**config.mk**
```make
export PLATFORM = sky130hd
export DESIGN_NAME = mac_config_zero_control
export DESIGN_NICKNAME = d
export VERILOG_FILES = /design/src/hdl/mac_cfg_pkg.sv /design/src/hdl/mac_config_zero_control.sv
export SDC_FILE = /design/constraint.sdc
export NUM_CORES = 1
export LEC_CHECK = 0
export BUFFER_PORTS_ARGS = -buffer_cell sky130_fd_sc_hd__buf_2
export CAP_MARGIN = 5
export CORE_MARGIN = 8
export CORE_UTILIZATION = 65
export CTS_CLUSTER_DIAMETER = 100
export CTS_CLUSTER_SIZE = 24
export DETAILED_ROUTE_END_ITERATION = 16
export PLACE_DENSITY = 0.89
export REMOVE_ABC_BUFFERS = 1
export SLEW_MARGIN = 20
export SYNTH_ARGS = -nofsm -noshare
export SYNTH_HDL_FRONTEND = slang
export SYNTH_SLANG_ARGS = --single-unit
export TNS_END_PERCENT = 1
```
**constraint.sdc**
```tcl
create_clock -name clk_i -period 14.1 [get_ports clk_i]
set_input_delay 1.41 -clock clk_i [delete_from_list [all_inputs] [get_ports clk_i]]
set_output_delay 1.41 -clock clk_i [all_outputs]
set_load 0.02 [all_outputs]
```
**src/hdl/mac_cfg_pkg.sv**
```systemverilog
// constants for the multiply-accumulate configuration-zero control block
package mac_cfg_pkg;

  // special-function register space
  localparam int          SFR_AW              = 8;
  localparam int          SFR_DW              = 8;
  localparam logic [7:0]  MAC_CONFIG_ZERO_ADR = 8'hC0;
  localparam logic [7:0]  MAC_CONFIG_ZERO_RST = 8'h00;
  localparam logic [7:0]  SFR_UNMAPPED_DATA   = 8'h00;

  // field positions in mac_config_zero
  localparam int BIT_ACCUM_SHIFT_TRIGGER = 7;
  localparam int BIT_SHIFT_DIRECTION     = 6;
  localparam int BIT_ACCUM_CLEAR         = 5;
  localparam int BIT_FRACTIONAL_SELECT   = 4;
  localparam int BIT_MULTIPLY_ONLY       = 3;
  localparam int BIT_ACCUM_INPUT_NEGATE  = 2;
  localparam int BIT_OPERAND_B_NEGATE    = 1;
  localparam int BIT_OPERAND_A_NEGATE    = 0;

  // datapath widths
  localparam int ACC_W  = 40;
  localparam int OPND_W = 16;
  localparam int SHAMT_W = 2;

  // field encodings
  localparam logic SHIFT_DIR_LEFT    = 1'b0;
  localparam logic SHIFT_DIR_RIGHT   = 1'b1;
  localparam logic MODE_INTEGER      = 1'b0;
  localparam logic MODE_FRACTIONAL   = 1'b1;
  localparam logic MODE_MAC          = 1'b0;
  localparam logic MODE_MULT_ONLY    = 1'b1;

  // shift amount: code 00..11 means 1..4 bits
  localparam int MULTI_SHIFT_BIAS = 1;
  localparam int SINGLE_SHIFT     = 1;
  localparam int FRAC_ALIGN_SHIFT = 1;

  typedef enum logic [1:0] {
    ACT_IDLE,
    ACT_CLEAR,
    ACT_OPERATE,
    ACT_SHIFT
  } action_e;

endpackage

```
**src/hdl/mac_config_zero_control.sv**
```systemverilog
// configuration-zero control and accumulator datapath of the multiply-accumulate unit
`timescale 1ns/10ps
`default_nettype none
module mac_config_zero_control #(
  parameter int ACC_WIDTH  = mac_cfg_pkg::ACC_W,
  parameter int OPND_WIDTH = mac_cfg_pkg::OPND_W
) (
  input  wire logic                                  clk_i,
  input  wire logic                                  sys_rst_i,
  input  wire logic [mac_cfg_pkg::SFR_AW-1:0]        sfr_addr_i,
  input  wire logic [mac_cfg_pkg::SFR_DW-1:0]        sfr_wdata_i,
  input  wire logic                                  sfr_wr_i,
  input  wire logic                                  sfr_rd_i,
  input  wire logic                                  dma_mode_i,
  input  wire logic                                  signed_arith_enable_i,
  input  wire logic [mac_cfg_pkg::SHAMT_W-1:0]       multi_shift_amount_i,
  input  wire logic                                  op_start_i,
  input  wire logic [OPND_WIDTH-1:0]                 operand_a_i,
  input  wire logic [OPND_WIDTH-1:0]                 operand_b_i,
  output logic      [mac_cfg_pkg::SFR_DW-1:0]        sfr_rdata_o,
  output logic      [ACC_WIDTH-1:0]                  accum_o,
  output logic                                       status_clear_o,
  output logic                                       op_done_o,
  output logic                                       fractional_select_o,
  output logic                                       multiply_only_select_o
);
  import mac_cfg_pkg::*;

  localparam int PROD_W = 2 * (OPND_WIDTH + 1);

  ////////////////////////////////////////////////////////////////////////////
  // register state

  logic                 shift_direction_q,      shift_direction_d;
  logic                 fractional_select_q,    fractional_select_d;
  logic                 multiply_only_select_q, multiply_only_select_d;
  logic                 accum_input_negate_q,   accum_input_negate_d;
  logic                 operand_b_negate_q,     operand_b_negate_d;
  logic                 operand_a_negate_q,     operand_a_negate_d;
  logic                 dma_shift_enable_q,     dma_shift_enable_d;
  logic [SFR_DW-1:0]    sfr_rdata_q,            sfr_rdata_d;

  logic                 cfg_write;
  logic                 trigger_written;
  logic                 clear_written;
  logic [ACC_WIDTH-1:0] accum_q;
  logic [ACC_WIDTH-1:0] accum_d;

  ////////////////////////////////////////////////////////////////////////////
  // write decode: one strobe per action bit

  always_comb begin
    cfg_write       = sfr_wr_i && (sfr_addr_i == MAC_CONFIG_ZERO_ADR);
    trigger_written = cfg_write && sfr_wdata_i[BIT_ACCUM_SHIFT_TRIGGER];
    clear_written   = cfg_write && sfr_wdata_i[BIT_ACCUM_CLEAR];
  end

  ////////////////////////////////////////////////////////////////////////////
  // stored configuration bits

  always_comb begin
    // clear is a pulse with no stored copy here; the trigger is kept only as the DMA shift enable
    shift_direction_d      = shift_direction_q;
    fractional_select_d    = fractional_select_q;
    multiply_only_select_d = multiply_only_select_q;
    accum_input_negate_d   = accum_input_negate_q;
    operand_b_negate_d     = operand_b_negate_q;
    operand_a_negate_d     = operand_a_negate_q;
    dma_shift_enable_d     = dma_shift_enable_q;
    if (cfg_write) begin
      shift_direction_d      = sfr_wdata_i[BIT_SHIFT_DIRECTION];
      fractional_select_d    = sfr_wdata_i[BIT_FRACTIONAL_SELECT];
      multiply_only_select_d = sfr_wdata_i[BIT_MULTIPLY_ONLY];
      accum_input_negate_d   = sfr_wdata_i[BIT_ACCUM_INPUT_NEGATE];
      operand_b_negate_d     = sfr_wdata_i[BIT_OPERAND_B_NEGATE];
      operand_a_negate_d     = sfr_wdata_i[BIT_OPERAND_A_NEGATE];
      // the trigger doubles as a held enable only while DMA runs the unit
      dma_shift_enable_d     = trigger_written && dma_mode_i;
    end
    // leaving DMA mode drops the enable so a later run starts clean
    if (!dma_mode_i) begin
      dma_shift_enable_d = 1'b0;
    end
  end

  always_ff @(posedge clk_i) begin
    if (sys_rst_i) begin
      shift_direction_q      <= MAC_CONFIG_ZERO_RST[BIT_SHIFT_DIRECTION];
      fractional_select_q    <= MAC_CONFIG_ZERO_RST[BIT_FRACTIONAL_SELECT];
      multiply_only_select_q <= MAC_CONFIG_ZERO_RST[BIT_MULTIPLY_ONLY];
      accum_input_negate_q   <= MAC_CONFIG_ZERO_RST[BIT_ACCUM_INPUT_NEGATE];
      operand_b_negate_q     <= MAC_CONFIG_ZERO_RST[BIT_OPERAND_B_NEGATE];
      operand_a_negate_q     <= MAC_CONFIG_ZERO_RST[BIT_OPERAND_A_NEGATE];
      dma_shift_enable_q     <= 1'b0;
    end else begin
      shift_direction_q      <= shift_direction_d;
      fractional_select_q    <= fractional_select_d;
      multiply_only_select_q <= multiply_only_select_d;
      accum_input_negate_q   <= accum_input_negate_d;
      operand_b_negate_q     <= operand_b_negate_d;
      operand_a_negate_q     <= operand_a_negate_d;
      dma_shift_enable_q     <= dma_shift_enable_d;
    end
  end

  ////////////////////////////////////////////////////////////////////////////
  // read-back path: registered, holds until the next read

  always_comb begin
    // write-only trigger and clear read as zero
    sfr_rdata_d = sfr_rdata_q;
    if (sfr_rd_i) begin
      if (sfr_addr_i == MAC_CONFIG_ZERO_ADR) begin
        sfr_rdata_d                          = MAC_CONFIG_ZERO_RST;
        sfr_rdata_d[BIT_ACCUM_SHIFT_TRIGGER] = 1'b0;
        sfr_rdata_d[BIT_ACCUM_CLEAR]         = 1'b0;
        sfr_rdata_d[BIT_SHIFT_DIRECTION]     = shift_direction_q;
        sfr_rdata_d[BIT_FRACTIONAL_SELECT]   = fractional_select_q;
        sfr_rdata_d[BIT_MULTIPLY_ONLY]       = multiply_only_select_q;
        sfr_rdata_d[BIT_ACCUM_INPUT_NEGATE]  = accum_input_negate_q;
        sfr_rdata_d[BIT_OPERAND_B_NEGATE]    = operand_b_negate_q;
        sfr_rdata_d[BIT_OPERAND_A_NEGATE]    = operand_a_negate_q;
      end else begin
        // unmapped addresses answer a fixed byte rather than float
        sfr_rdata_d = SFR_UNMAPPED_DATA;
      end
    end
  end

  always_ff @(posedge clk_i) begin
    if (sys_rst_i) begin
      sfr_rdata_q <= MAC_CONFIG_ZERO_RST;
    end else begin
      sfr_rdata_q <= sfr_rdata_d;
    end
  end

  ////////////////////////////////////////////////////////////////////////////
  // multiplier path: operands are copied, never written back

  logic signed [OPND_WIDTH:0]  mul_a;
  logic signed [OPND_WIDTH:0]  mul_b;
  logic signed [PROD_W-1:0]    product;
  logic signed [ACC_WIDTH-1:0] product_ext;
  logic signed [ACC_WIDTH-1:0] accum_in;
  logic signed [ACC_WIDTH-1:0] op_result;
  logic [2:0]                  dma_shift_bits;
  logic [ACC_WIDTH-1:0]        shifted_result;

  always_comb begin
    // one extra bit keeps unsigned operands positive after extension
    mul_a = {signed_arith_enable_i & operand_a_i[OPND_WIDTH-1], operand_a_i};
    mul_b = {signed_arith_enable_i & operand_b_i[OPND_WIDTH-1], operand_b_i};
    if (operand_a_negate_q) begin
      mul_a = -mul_a;
    end
    if (operand_b_negate_q) begin
      mul_b = -mul_b;
    end
  end

  ////////////////////////////////////////////////////////////////////////////
  // product and fractional alignment

  always_comb begin
    product     = PROD_W'(mul_a * mul_b);
    product_ext = ACC_WIDTH'(product);
    if (fractional_select_q == MODE_FRACTIONAL) begin
      product_ext = product_ext <<< FRAC_ALIGN_SHIFT;
    end
  end

  ////////////////////////////////////////////////////////////////////////////
  // accumulator input and sum

  always_comb begin
    // negation assumes software enabled signed mode as required
    accum_in = accum_input_negate_q ? -$signed(accum_q) : $signed(accum_q);
    if (multiply_only_select_q == MODE_MULT_ONLY) begin
      accum_in = '0;
    end
    op_result = product_ext + accum_in;
  end

  ////////////////////////////////////////////////////////////////////////////
  // dma end-of-operation shift

  always_comb begin
    dma_shift_bits = 3'(multi_shift_amount_i) + 3'(MULTI_SHIFT_BIAS);
    shifted_result = op_result;
    if (dma_mode_i && dma_shift_enable_q) begin
      if (shift_direction_q == SHIFT_DIR_LEFT) begin
        shifted_result = op_result << dma_shift_bits;
      end else if (signed_arith_enable_i) begin
        shifted_result = op_result >>> dma_shift_bits;
      end else begin
        shifted_result = op_result >> dma_shift_bits;
      end
    end
  end

  ////////////////////////////////////////////////////////////////////////////
  // accumulator sequencing: clear beats operate beats shift

  logic                 status_clear_q, status_clear_d;
  logic                 op_done_q, op_done_d;
  action_e              action;

  ////////////////////////////////////////////////////////////////////////////
  // action select

  // one action per cycle; the loser of a collision is simply dropped
  always_comb begin
    if (clear_written && !dma_mode_i) begin
      action = ACT_CLEAR;
    end else if (op_start_i) begin
      action = ACT_OPERATE;
    end else if (trigger_written && !dma_mode_i) begin
      action = ACT_SHIFT;
    end else begin
      action = ACT_IDLE;
    end
  end

  always_comb begin
    accum_d        = accum_q;
    status_clear_d = 1'b0;
    op_done_d      = 1'b0;
    case (action)
      ACT_CLEAR: begin
        accum_d        = '0;
        status_clear_d = 1'b1;
      end
      ACT_OPERATE: begin
        accum_d   = shifted_result;
        op_done_d = 1'b1;
      end
      ACT_SHIFT: begin
        // the direction written with the trigger steers this very shift
        if (shift_direction_d == SHIFT_DIR_LEFT) begin
          accum_d = accum_q << SINGLE_SHIFT;
        end else if (signed_arith_enable_i) begin
          // kept out of a mixed conditional, which would make the shift logical
          accum_d = $signed(accum_q) >>> SINGLE_SHIFT;
        end else begin
          accum_d = accum_q >> SINGLE_SHIFT;
        end
      end
      ACT_IDLE: begin
        accum_d = accum_q;
      end
      default: begin
        accum_d = accum_q;
      end
    endcase
  end

  always_ff @(posedge clk_i) begin
    if (sys_rst_i) begin
      accum_q        <= '0;
      status_clear_q <= 1'b0;
      op_done_q      <= 1'b0;
    end else begin
      accum_q        <= accum_d;
      status_clear_q <= status_clear_d;
      op_done_q      <= op_done_d;
    end
  end

  ////////////////////////////////////////////////////////////////////////////
  // outputs, all from flip-flops

  assign sfr_rdata_o            = sfr_rdata_q;
  assign accum_o                = accum_q;
  assign status_clear_o         = status_clear_q;
  assign op_done_o              = op_done_q;
  assign fractional_select_o    = fractional_select_q;
  assign multiply_only_select_o = multiply_only_select_q;

endmodule
`default_nettype wire

```
# == Yosys cells after proc, flatten, opt, wreduce, memory -nomap -nowiden ==
# Index checks and enable logic that the tools add are counted.
# op_classes
addsub,5
multipliers,1
n_eq_ne,5
shift,3
n_mux,18
n_bitwise,4
n_reduce_logical,11
# op_table
cell,n
$mux W40,7
$pmux W40 S3,1
$add A35 B40 Y40,1
$neg A40 Y40,1
$shl A40 B3 Y40,1
$shr A40 B3 Y40,1
$sshr A40 B3 Y40,1
$mul A17 B17 Y34,1
$mux W17,2
$mux W34,1
$neg A17 Y17,2
$eq A8 B8 Y1 const B,1
$logic_and A1 B1 Y1,7
$mux W7,1
$mux W2,3
$eq A2 B2 Y1 const B,2
$add A2 B1 Y3 const B,1
$mux W1,3
$ne A3 B3 Y1 const B,1
$and A1 B1 Y1,2
$eq A2 B1 Y1 const B,1
$logic_not A2 Y1,1
$not A1 Y1,2
$reduce_and A2 Y1,1
other kinds (2),2
# word_totals
reg_bits,57
out_inout_bits,52
elab_cells,59

# == Logic depth before layout (Yosys ltp) ==
# Gate-level depths: netlist of run 1.
# logic_depth
word_depth,11
mapped_depth,48
mapped_depth_nobuf,43

# == Least setup slack after synthesis of run 1 ==
# Ideal clock, no wire load.
# synth_path
path_kind,input -> register
start,input operand_a_i[0]
end,register accum_q[35] (netlist: accum_o[35])
setup_ns,0.125
arrival_time_ns,11.685
path_slack_ns,2.290
cell_stages,46
n_path_buf,5
path_cell_list,clkbuf_1 -> inv_1 -> clkbuf_1 -> ha_1 -> nand2_1 -> o41ai_1 -> nand2_1 -> o211ai_1 -> o21ai_0 -> clkbuf_1 -> nand2_1 -> inv_1 -> fa_1 -> inv_1 -> fa_1 -> inv_1 -> fa_1 -> fa_1 -> [... 10 more ...] -> a21oi_1 -> or4_1 -> a31oi_1 -> xnor2_1 -> mux2_2 -> ha_1 -> clkbuf_1 -> a21oi_1 -> o21bai_1 -> a21o_1 -> a31o_2 -> a31oi_2 -> o21ai_1 -> a21oi_1 -> xnor3_2 -> a221oi_1 -> a211oi_1 -> o41a_1
# synth_between
elab_chain_cells,10
word_cells_on_any_way,12
cone_classes,2 x add/sub; 1 x mul; 3 x shift; 6 x mux
# synth_rtl
item,line,text
start: declaration,mac_config_zero_control.sv:18,"input wire logic [OPND_WIDTH-1:0] operand_a_i,"
$neg A17 Y17,mac_config_zero_control.sv:155,mul_a = -mul_a;
$mux W17 (*),mac_config_zero_control.sv:154,if (operand_a_negate_q) begin
$mul A17 B17 Y34 (*),mac_config_zero_control.sv:166,product = PROD_W'(mul_a * mul_b);
$mux W34,mac_config_zero_control.sv:168,if (fractional_select_q == MODE_FRACTIONAL) begin
$add A35 B40 Y40 (*),mac_config_zero_control.sv:182,op_result = product_ext + accum_in;
$shr A40 B3 Y40 or $sshr A40 B3 Y40 (tied branches),"mac_config_zero_control.sv:197, mac_config_zero_control.sv:195",
$mux W40,mac_config_zero_control.sv:194,end else if (signed_arith_enable_i) begin
$mux W40,mac_config_zero_control.sv:192,if (shift_direction_q == SHIFT_DIR_LEFT) begin
$mux W40 (*),mac_config_zero_control.sv:191,if (dma_mode_i && dma_shift_enable_q) begin
$pmux W40 S3 (*),mac_config_zero_control.sv:229,case (action)
end signal: assignment,mac_config_zero_control.sv:264,accum_q <= accum_d;
end: declaration,mac_config_zero_control.sv:46,logic [ACC_WIDTH-1:0] accum_q;
# Every way passes the cells marked *; elsewhere a longest branch is shown, timed or not.
# A chain may end at the register's enable or synchronous reset.

# == Worst setup path in the final report of run 1 ==
# layout_path
start,input operand_a_i[0]
end,register accum_q[30] (netlist: accum_o[30])
# The elaborated chain is that of the path after synthesis.

==> results of run 1 <==
-- cells in the mapped netlist, types with 15 or more instances --
cell,instances
nor2_1,370
inv_1,330
nand2_1,312
fa_1,297
a21oi_1,181
ha_1,128
o21ai_0,122
clkbuf_1,117
mux2i_1,96
xor2_1,87
xnor2_1,72
dfxtp_1,55
mux2_2,43
nand3_1,38
a211oi_1,34
and2_1,32
a21o_1,31
o211ai_1,30
nor3_1,27
a31oi_1,25
or3_1,22
nand2b_1,21
o31ai_1,20
a221oi_1,18
and3_1,18
o21a_1,16
nor2b_1,15
-- final cells by class --
type,count,area [µm²]
Fill cell,2754,10400
Clock inverter,2,17.5
Timing Repair Buffer,152,876
Tap cell,448,561
Clock buffer,6,129
Sequential cell,55,1100
Multi-Input combinational cell,2306,19100
Inverter,337,1260
-- registers in the layout, indices dropped and copies added, names as in the netlist --
signal                  flops
op_done_o                   1
dma_shift_enable_q          1
sfr_rdata_o                 6
operand_a_negate_q          1
operand_b_negate_q          1
shift_direction_q           1
multiply_only_select_o      1
fractional_select_o         1
accum_input_negate_q        1
accum_o                    40
status_clear_o              1
-- through the flow --
stage / setup slack [ps] / hold slack, ps / instances / cell area [µm²]
3_5_place_dp: 890 / 575 / 3298 / 22900
4_1_cts: 1130 / 610 / 3306 / 23000
6_report: 952 / 620 / 3306 / 23100
5_1_grt: 367 / 648 / 3306 / 23100
2_1_floorplan: 2450 / 625 / 2698 / 21500
3_3_place_gp: 1010 / 570 / 3298 / 22900
-- path summary, 6_finish.rpt --
path / startpoint / endpoint / slack (ps)
worst max-delay path: operand_a_i[0] / accum_o[30]$_SDFFE_PP0P_ / 950
worst max register to register: operand_a_negate_q$_SDFFE_PP0P_ / accum_o[30]$_SDFFE_PP0P_ / 2340
worst min-delay path: sfr_rdata_o[4]$_SDFFE_PP0P_ / sfr_rdata_o[4]$_SDFFE_PP0P_ / 620
worst min register to register: sfr_rdata_o[4]$_SDFFE_PP0P_ / sfr_rdata_o[4]$_SDFFE_PP0P_ / 620
-- critical path, delay by kind of cell --
kind	cells	cell delay, ps
fa+ha+maj	9	3910
xor+xnor	2	1010
compound gates	13	4300
buf+inv	5	660
mux	1	300
simple gates	8	1740
-- logic make-up after synthesis --
kind of cell             synth area share (%)
AND/OR/NAND/NOR                          18.0
AO/OA/AOI/OAI                            19.9
buffers and inverters                    8.47
adder cells (fa/ha/maj)                  34.2
XOR/XNOR                                 6.42
multiplexers                             8.03
flip-flops                               4.99
other                                  0.0170
-- routing by layer --
layer | global-route usage [%] | vias up
li1 | - | 9668
met1 | 45.4 | 10600
met2 | 62.3 | 1646
met3 | 7.41 | 468
met4 | 23.6 | 0
met5 | 0 | -
==> results by group, run 1 <==
Run status
  – Status: finished, final reports clean

CTS
  – H-tree depth: 2
  – Longest Clk Path Bufs: 2
  – Clock Latency Late Sink: 320 ps
  – Clock sinks: 55
  – Clock slew at reported path FFs: around 80 ps
  – Total CTS buffers: 5
  – Clk root buf: clkbuf_16
  – TritonCTS clock tree: yes
  – Postcts setup bufs: 0
  – Post-cts repair resize count: 0
  – CTS Hold Buffers Added: 0

Logic synthesis
  – Gate Count Post-Synth: 2845
  – Synth Cell Area: 22100 µm²
  – Yosys reg bits: 55
  – Post-synthesis area per instance: 7.75 µm²
  – Synth area leaders: fa_1 27%, ha_1 7.3%, nor2_1 6.3%, inv_1 5.6%, nand2_1 5.3%
  – Dominant cell type by area after synthesis: fa_1
  – Seq/Total Area, Yosys: 4.99%
  – Synth Flop Type: dfxtp_1
  – Ys async rst share: 0%
  – Yosys warnings: 0
  – EDFF count, synth: 0
  – Top-area cell type share of the netlist area: a little over a quarter
  – Yosys cell types: 97

Setup path
  – CP max-delay cell: o41ai_1
  – WP data arrival: about 13000 ps
  – CP peak stage delay: approximately 700 ps
  – Most frequent CP cell: fa_1
  – Worst Path Max Fanout: 12
  – R2R depth: 34
  – Crit Path Class: in2reg
  – CP Launch Type: input pin
  – CP required: between 10000 and 15000 ps
  – CP endpoint kind: register

Die
  – Ports: 109
  – Starting density of the core: 66.0%
  – Chip Height: 200 µm
  – Die width: around 200 µm
  – Die area: roughly 40000 µm²
  – Rows: 67
  – Total core area: 33400 µm²

STA
  – Setup TNS: 0 ps
  – FMAX: 0.0761 GHz
  – Setup-failing EPs final: 0
  – Hold Vio Cnt, Final: 0
  – Post-route clock period utilization: 93.2%
  – Setup Skew: 8.57 ps
  – Max_slew headroom: around 19%
  – RSZ-0062 raised after global routing: false
  – Tightest Pin Transition: about 1200 ps
  – Minimum clock period after layout: between 10000 and 15000 ps
  – Slew Viols, Final: 0

Hold path
  – Hold path depth: 3
  – Hold Crit Class: reg2reg

Global routing
  – GRT Total Usage: 37.9%
  – Initial antenna violation count: 0
  – Vias in the first global route: 22900
  – Global-route wire length before repair: 123000 µm
  – Largest net degree at the start of global routing: 83
  – Global route total overflow: 0

Route
  – Wire per inst: 23.5 µm
  – WL met3: between 8000 and 9000 µm
  – WL met1: 27300 µm
  – DR iter-0 viols: between 2000 and 3000
  – DRC: 0
  – Routed wl met2: 35600 µm
  – Uppermost routed layer: met4
  – Final ANT Viol Nets: 0
  – Vias/cell: 6.76
  – Via Count: 22400
  – Total Routed Length: between 70000 and 80000 µm
  – DRT Pass-1 Iters: 7

Layout
  – Commonest non-fill, non-tap cell in the layout: nor2_1
  – Most frequent cells in the layout: 370 x nor2_1, 330 x inv_1, 312 x nand2_1
  – Synth-to-layout area growth: 4.52%
  – # diodes: 0
  – Core Util, Final: between 60 and 70%
  – Fin nets: between 3000 and 4000
  – Proportion of layout cells with a drive suffix above 1: under 10%

Placed design
  – Final RePlAce weighted congestion: 1.03
  – PortBufs: approximately 110
  – DPL Wire Length: just over 60000 µm

Run
  – Max-capacitance violation count: 0
Power of run 1 is not shown: default switching activity piles up to over one toggle a cycle in this logic, so the estimate is an artifact.
==> inputs of run 2 (changes only) <==
--- a/config.mk
+++ b/config.mk
@@ -8,12 +8,13 @@
 export BUFFER_PORTS_ARGS = -buffer_cell sky130_fd_sc_hd__buf_2
 export CAP_MARGIN = 5
 export CORE_MARGIN = 8
-export CORE_UTILIZATION = 65
+export CORE_UTILIZATION = 59
 export CTS_CLUSTER_DIAMETER = 100
 export CTS_CLUSTER_SIZE = 24
 export DETAILED_ROUTE_END_ITERATION = 16
-export PLACE_DENSITY = 0.89
+export PLACE_DENSITY = 0.85
 export REMOVE_ABC_BUFFERS = 1
+export SETUP_SLACK_MARGIN = 0.2
 export SLEW_MARGIN = 20
 export SYNTH_ARGS = -nofsm -noshare
 export SYNTH_HDL_FRONTEND = slang
==> constraint.sdc (replaced) <==
create_clock -name clk_i -period 12 [get_ports clk_i]
set_input_delay 1.2 -clock clk_i [delete_from_list [all_inputs] [get_ports clk_i]]
set_output_delay 1.2 -clock clk_i [all_outputs]
set_load 0.02 [all_outputs]
==> run 2 against run 1 <==
First-iteration DRC count down 3.7%. Critical path depth up 3. Global-route usage down 2.4 points. Die area up 9.3%. Utilization down 4.5 points. Critical path type unchanged. Critical endpoint is now accum_o[35]$_SDFFE_PP0P_. Largest cell class unchanged.
==> results by group, run 2 (synthesized netlist as in run 1, its figures left out) <==
Run status
  – Status: finished, final reports clean

Route
  – DRT Pass-1 Iters: 6 (-1)
  – WL met1: 29600 µm (+8.5%)
  – Routed wl met2: 36500 µm (+2.3%)
  – DR iter-0 viols: 2535 (-3.7%)
  – DRC: 0 (unchanged)
  – Final ANT Viol Nets: 0 (unchanged)
  – Total Routed Length: 79100 µm (+1.8%)
  – Uppermost routed layer: met4
  – Via Count: 22500 (+0.47%)
  – Vias/cell: 6.55 (-3.2%)
  – Wire per inst: 23.1 µm (-1.9%)
  – WL met3: 7960 µm (-9.7%)

STA
  – Tightest Pin Transition: 1170 ps (-27.9 ps)
  – Max_slew headroom: 21.4% (+2.0 points)
  – Hold Vio Cnt, Final: 0 (unchanged)
  – Post-route clock period utilization: between 90 and 100%
  – RSZ-0062 raised after global routing: true
  – Setup TNS: 0 ps (unchanged)
  – Slew Viols, Final: 0 (unchanged)
  – Setup Skew: 11.9 ps (+3.29 ps)
  – Minimum clock period after layout: around 12000 ps
  – Final WS setup: 500 ps (-453 ps)
  – Setup-failing EPs final: 0 (unchanged)
  – FMAX: 0.0870 GHz

Global routing
  – Vias in the first global route: 23000 (+0.80%)
  – Global-route wire length before repair: 126000 µm (+1.9%)
  – Global route total overflow: 0 (unchanged)
  – Largest net degree at the start of global routing: 79 (-4.8%)
  – Initial antenna violation count: 1 (+1)
  – GRT Total Usage: 35.5% (-2.4 points)

CTS
  – CTS Hold Buffers Added: 0 (unchanged)
  – Total CTS buffers: 5 (unchanged)
  – Clock slew at reported path FFs: 90 ps (about the same)
  – Clock Latency Late Sink: 320 ps (about the same)
  – Clock sinks: 55 (unchanged)
  – Clk root buf: clkbuf_16
  – Longest Clk Path Bufs: 2 (unchanged)
  – TritonCTS clock tree: yes
  – H-tree depth: 2 (unchanged)

Placed design
  – Final RePlAce weighted congestion: 1.01 (-2.0%)
  – Placed insts: 3413 (+3.5%)
  – Dpl ws: 54.8 ps (-836 ps)
  – PortBufs: 106 (unchanged)
  – DPL Wire Length: 62600 µm (+2.0%)

Die
  – Total core area: 37200 µm² (+11%)
  – Chip Height: 209 µm (+4.6%)
  – Die area: 43800 µm² (+9.3%)
  – Ports: 109 (unchanged)
  – Die width: 209 µm (+4.6%)
  – Rows: 71 (+6.0%)
  – Starting density of the core: 59.3% (-6.7 points)

Setup path
  – CP Launch Type: input pin
  – Most frequent CP cell: fa_1
  – Critical path depth in cells: 41 (+7.9%)
  – CP required: 12220 ps (-2090 ps)
  – Reg2Reg Launch Point: operand_a_negate_q$_SDFFE_PP0P_
  – CP startpoint: operand_a_i[4]
  – CP endpoint kind: register
  – CP top delay family: adder cells
  – CP max-delay cell: fa_1
  – CP peak stage delay: 610 ps (-110 ps)
  – R2R setup slack: 1070 ps (-1270 ps)
  – Worst Path Max Fanout: 8 (-4)
  – R2R depth: 37 (+8.8%)
  – FF-to-FF End: accum_o[35]$_SDFFE_PP0P_
  – Crit Path Class: in2reg
  – CP endpoint: accum_o[35]$_SDFFE_PP0P_
  – WP data arrival: 11720 ps (-1640 ps)
  – Buf/Inv on CP: 8 (+3)

Layout
  – Synth-to-layout area growth: 8.66%
  – Post-Layout Cell Count: 3431 (+3.8%)
  – Max reg flops: 40 (unchanged)
  – Core Util, Final: 64.4% (-4.5 points)
  – Proportion of layout cells with a drive suffix above 1: 13.1% (+3.9 points)
  – Fin nets: 3436 (+2.9%)
  – Fillers: 3190 (+16%)
  – Most frequent cells in the layout: 368 x nor2_1, 329 x inv_1, 312 x nand2_1
  – Commonest non-fill, non-tap cell in the layout: nor2_1

Hold path
  – Hold Crit Class: reg2reg

Run
  – Max-capacitance violation count: 0 (unchanged)
run 2: changes by cell type in the layout (fill, tap and decap cells not counted), sizes merged:
cell	previous run	this run
clkinv	8	7
buf	152	249
clkbuf	6	5
clkinvlp	0	2
diode	0	2
run 2: final cells by class:
type                       instances  area [µm²]  area share, %
multi-input combinational       2306       19200           80.3
inverter                         337        1270           5.29
clock inverter                     3        23.8         0.0992
antenna                            2        5.00         0.0209
sequential                        55        1100           4.59
clock buffer                       5         125          0.522
timing repair buffer             249        1620           6.74
tap                              474         593           2.47
run 2: how the worst min path moves through the flow:
stage | startpoint | endpoint | depth (start not counted)
detailed placement | fractional_select_o$_SDFFE_PP0P_ | sfr_rdata_o[4]$_SDFFE_PP0P_ | 2
finish | fractional_select_o$_SDFFE_PP0P_ | sfr_rdata_o[4]$_SDFFE_PP0P_ | 2
global placement | fractional_select_o$_SDFFE_PP0P_ | sfr_rdata_o[4]$_SDFFE_PP0P_ | 2
floorplan | dma_shift_enable_q$_SDFFE_PP0P_ | accum_o[27]$_SDFFE_PP0P_ | 3
CTS | fractional_select_o$_SDFFE_PP0P_ | sfr_rdata_o[4]$_SDFFE_PP0P_ | 2
global route | fractional_select_o$_SDFFE_PP0P_ | sfr_rdata_o[4]$_SDFFE_PP0P_ | 2
run 2: per-layer routing:
layer  vias to the layer above  global-route usage, %
li1                       9858                      -
met1                     10800                   44.1
met2                      1463                   58.2
met3                       370                   6.65
met4                         0                   18.9
met5                         -                      0
run 2: metrics by stage:
| stage | hold WS (ps) | area [µm²] |
|---|---|---|
| 6_report | 559 | 24000 |
| 3_3_place_gp | 531 | 23600 |
| 3_5_place_dp | 542 | 23600 |
| 5_1_grt | 590 | 24000 |
| 2_1_floorplan | 625 | 21500 |
| 4_1_cts | 557 | 23800 |
run 2: repair_timing:
item | in CTS | in global routing
gates resized for setup | 0 | 37
endpoints found under the hold margin | 0 | 0
setup buffers | 0 | 8
setup endpoints to repair | 0 | 18
run 2: tightest hold or removal path: stages (launching register included):
cell	delay [ps]
dfxtp_1	350
a21oi_1	130
nor2_1	40
Power of run 2 is left out for the same reason.
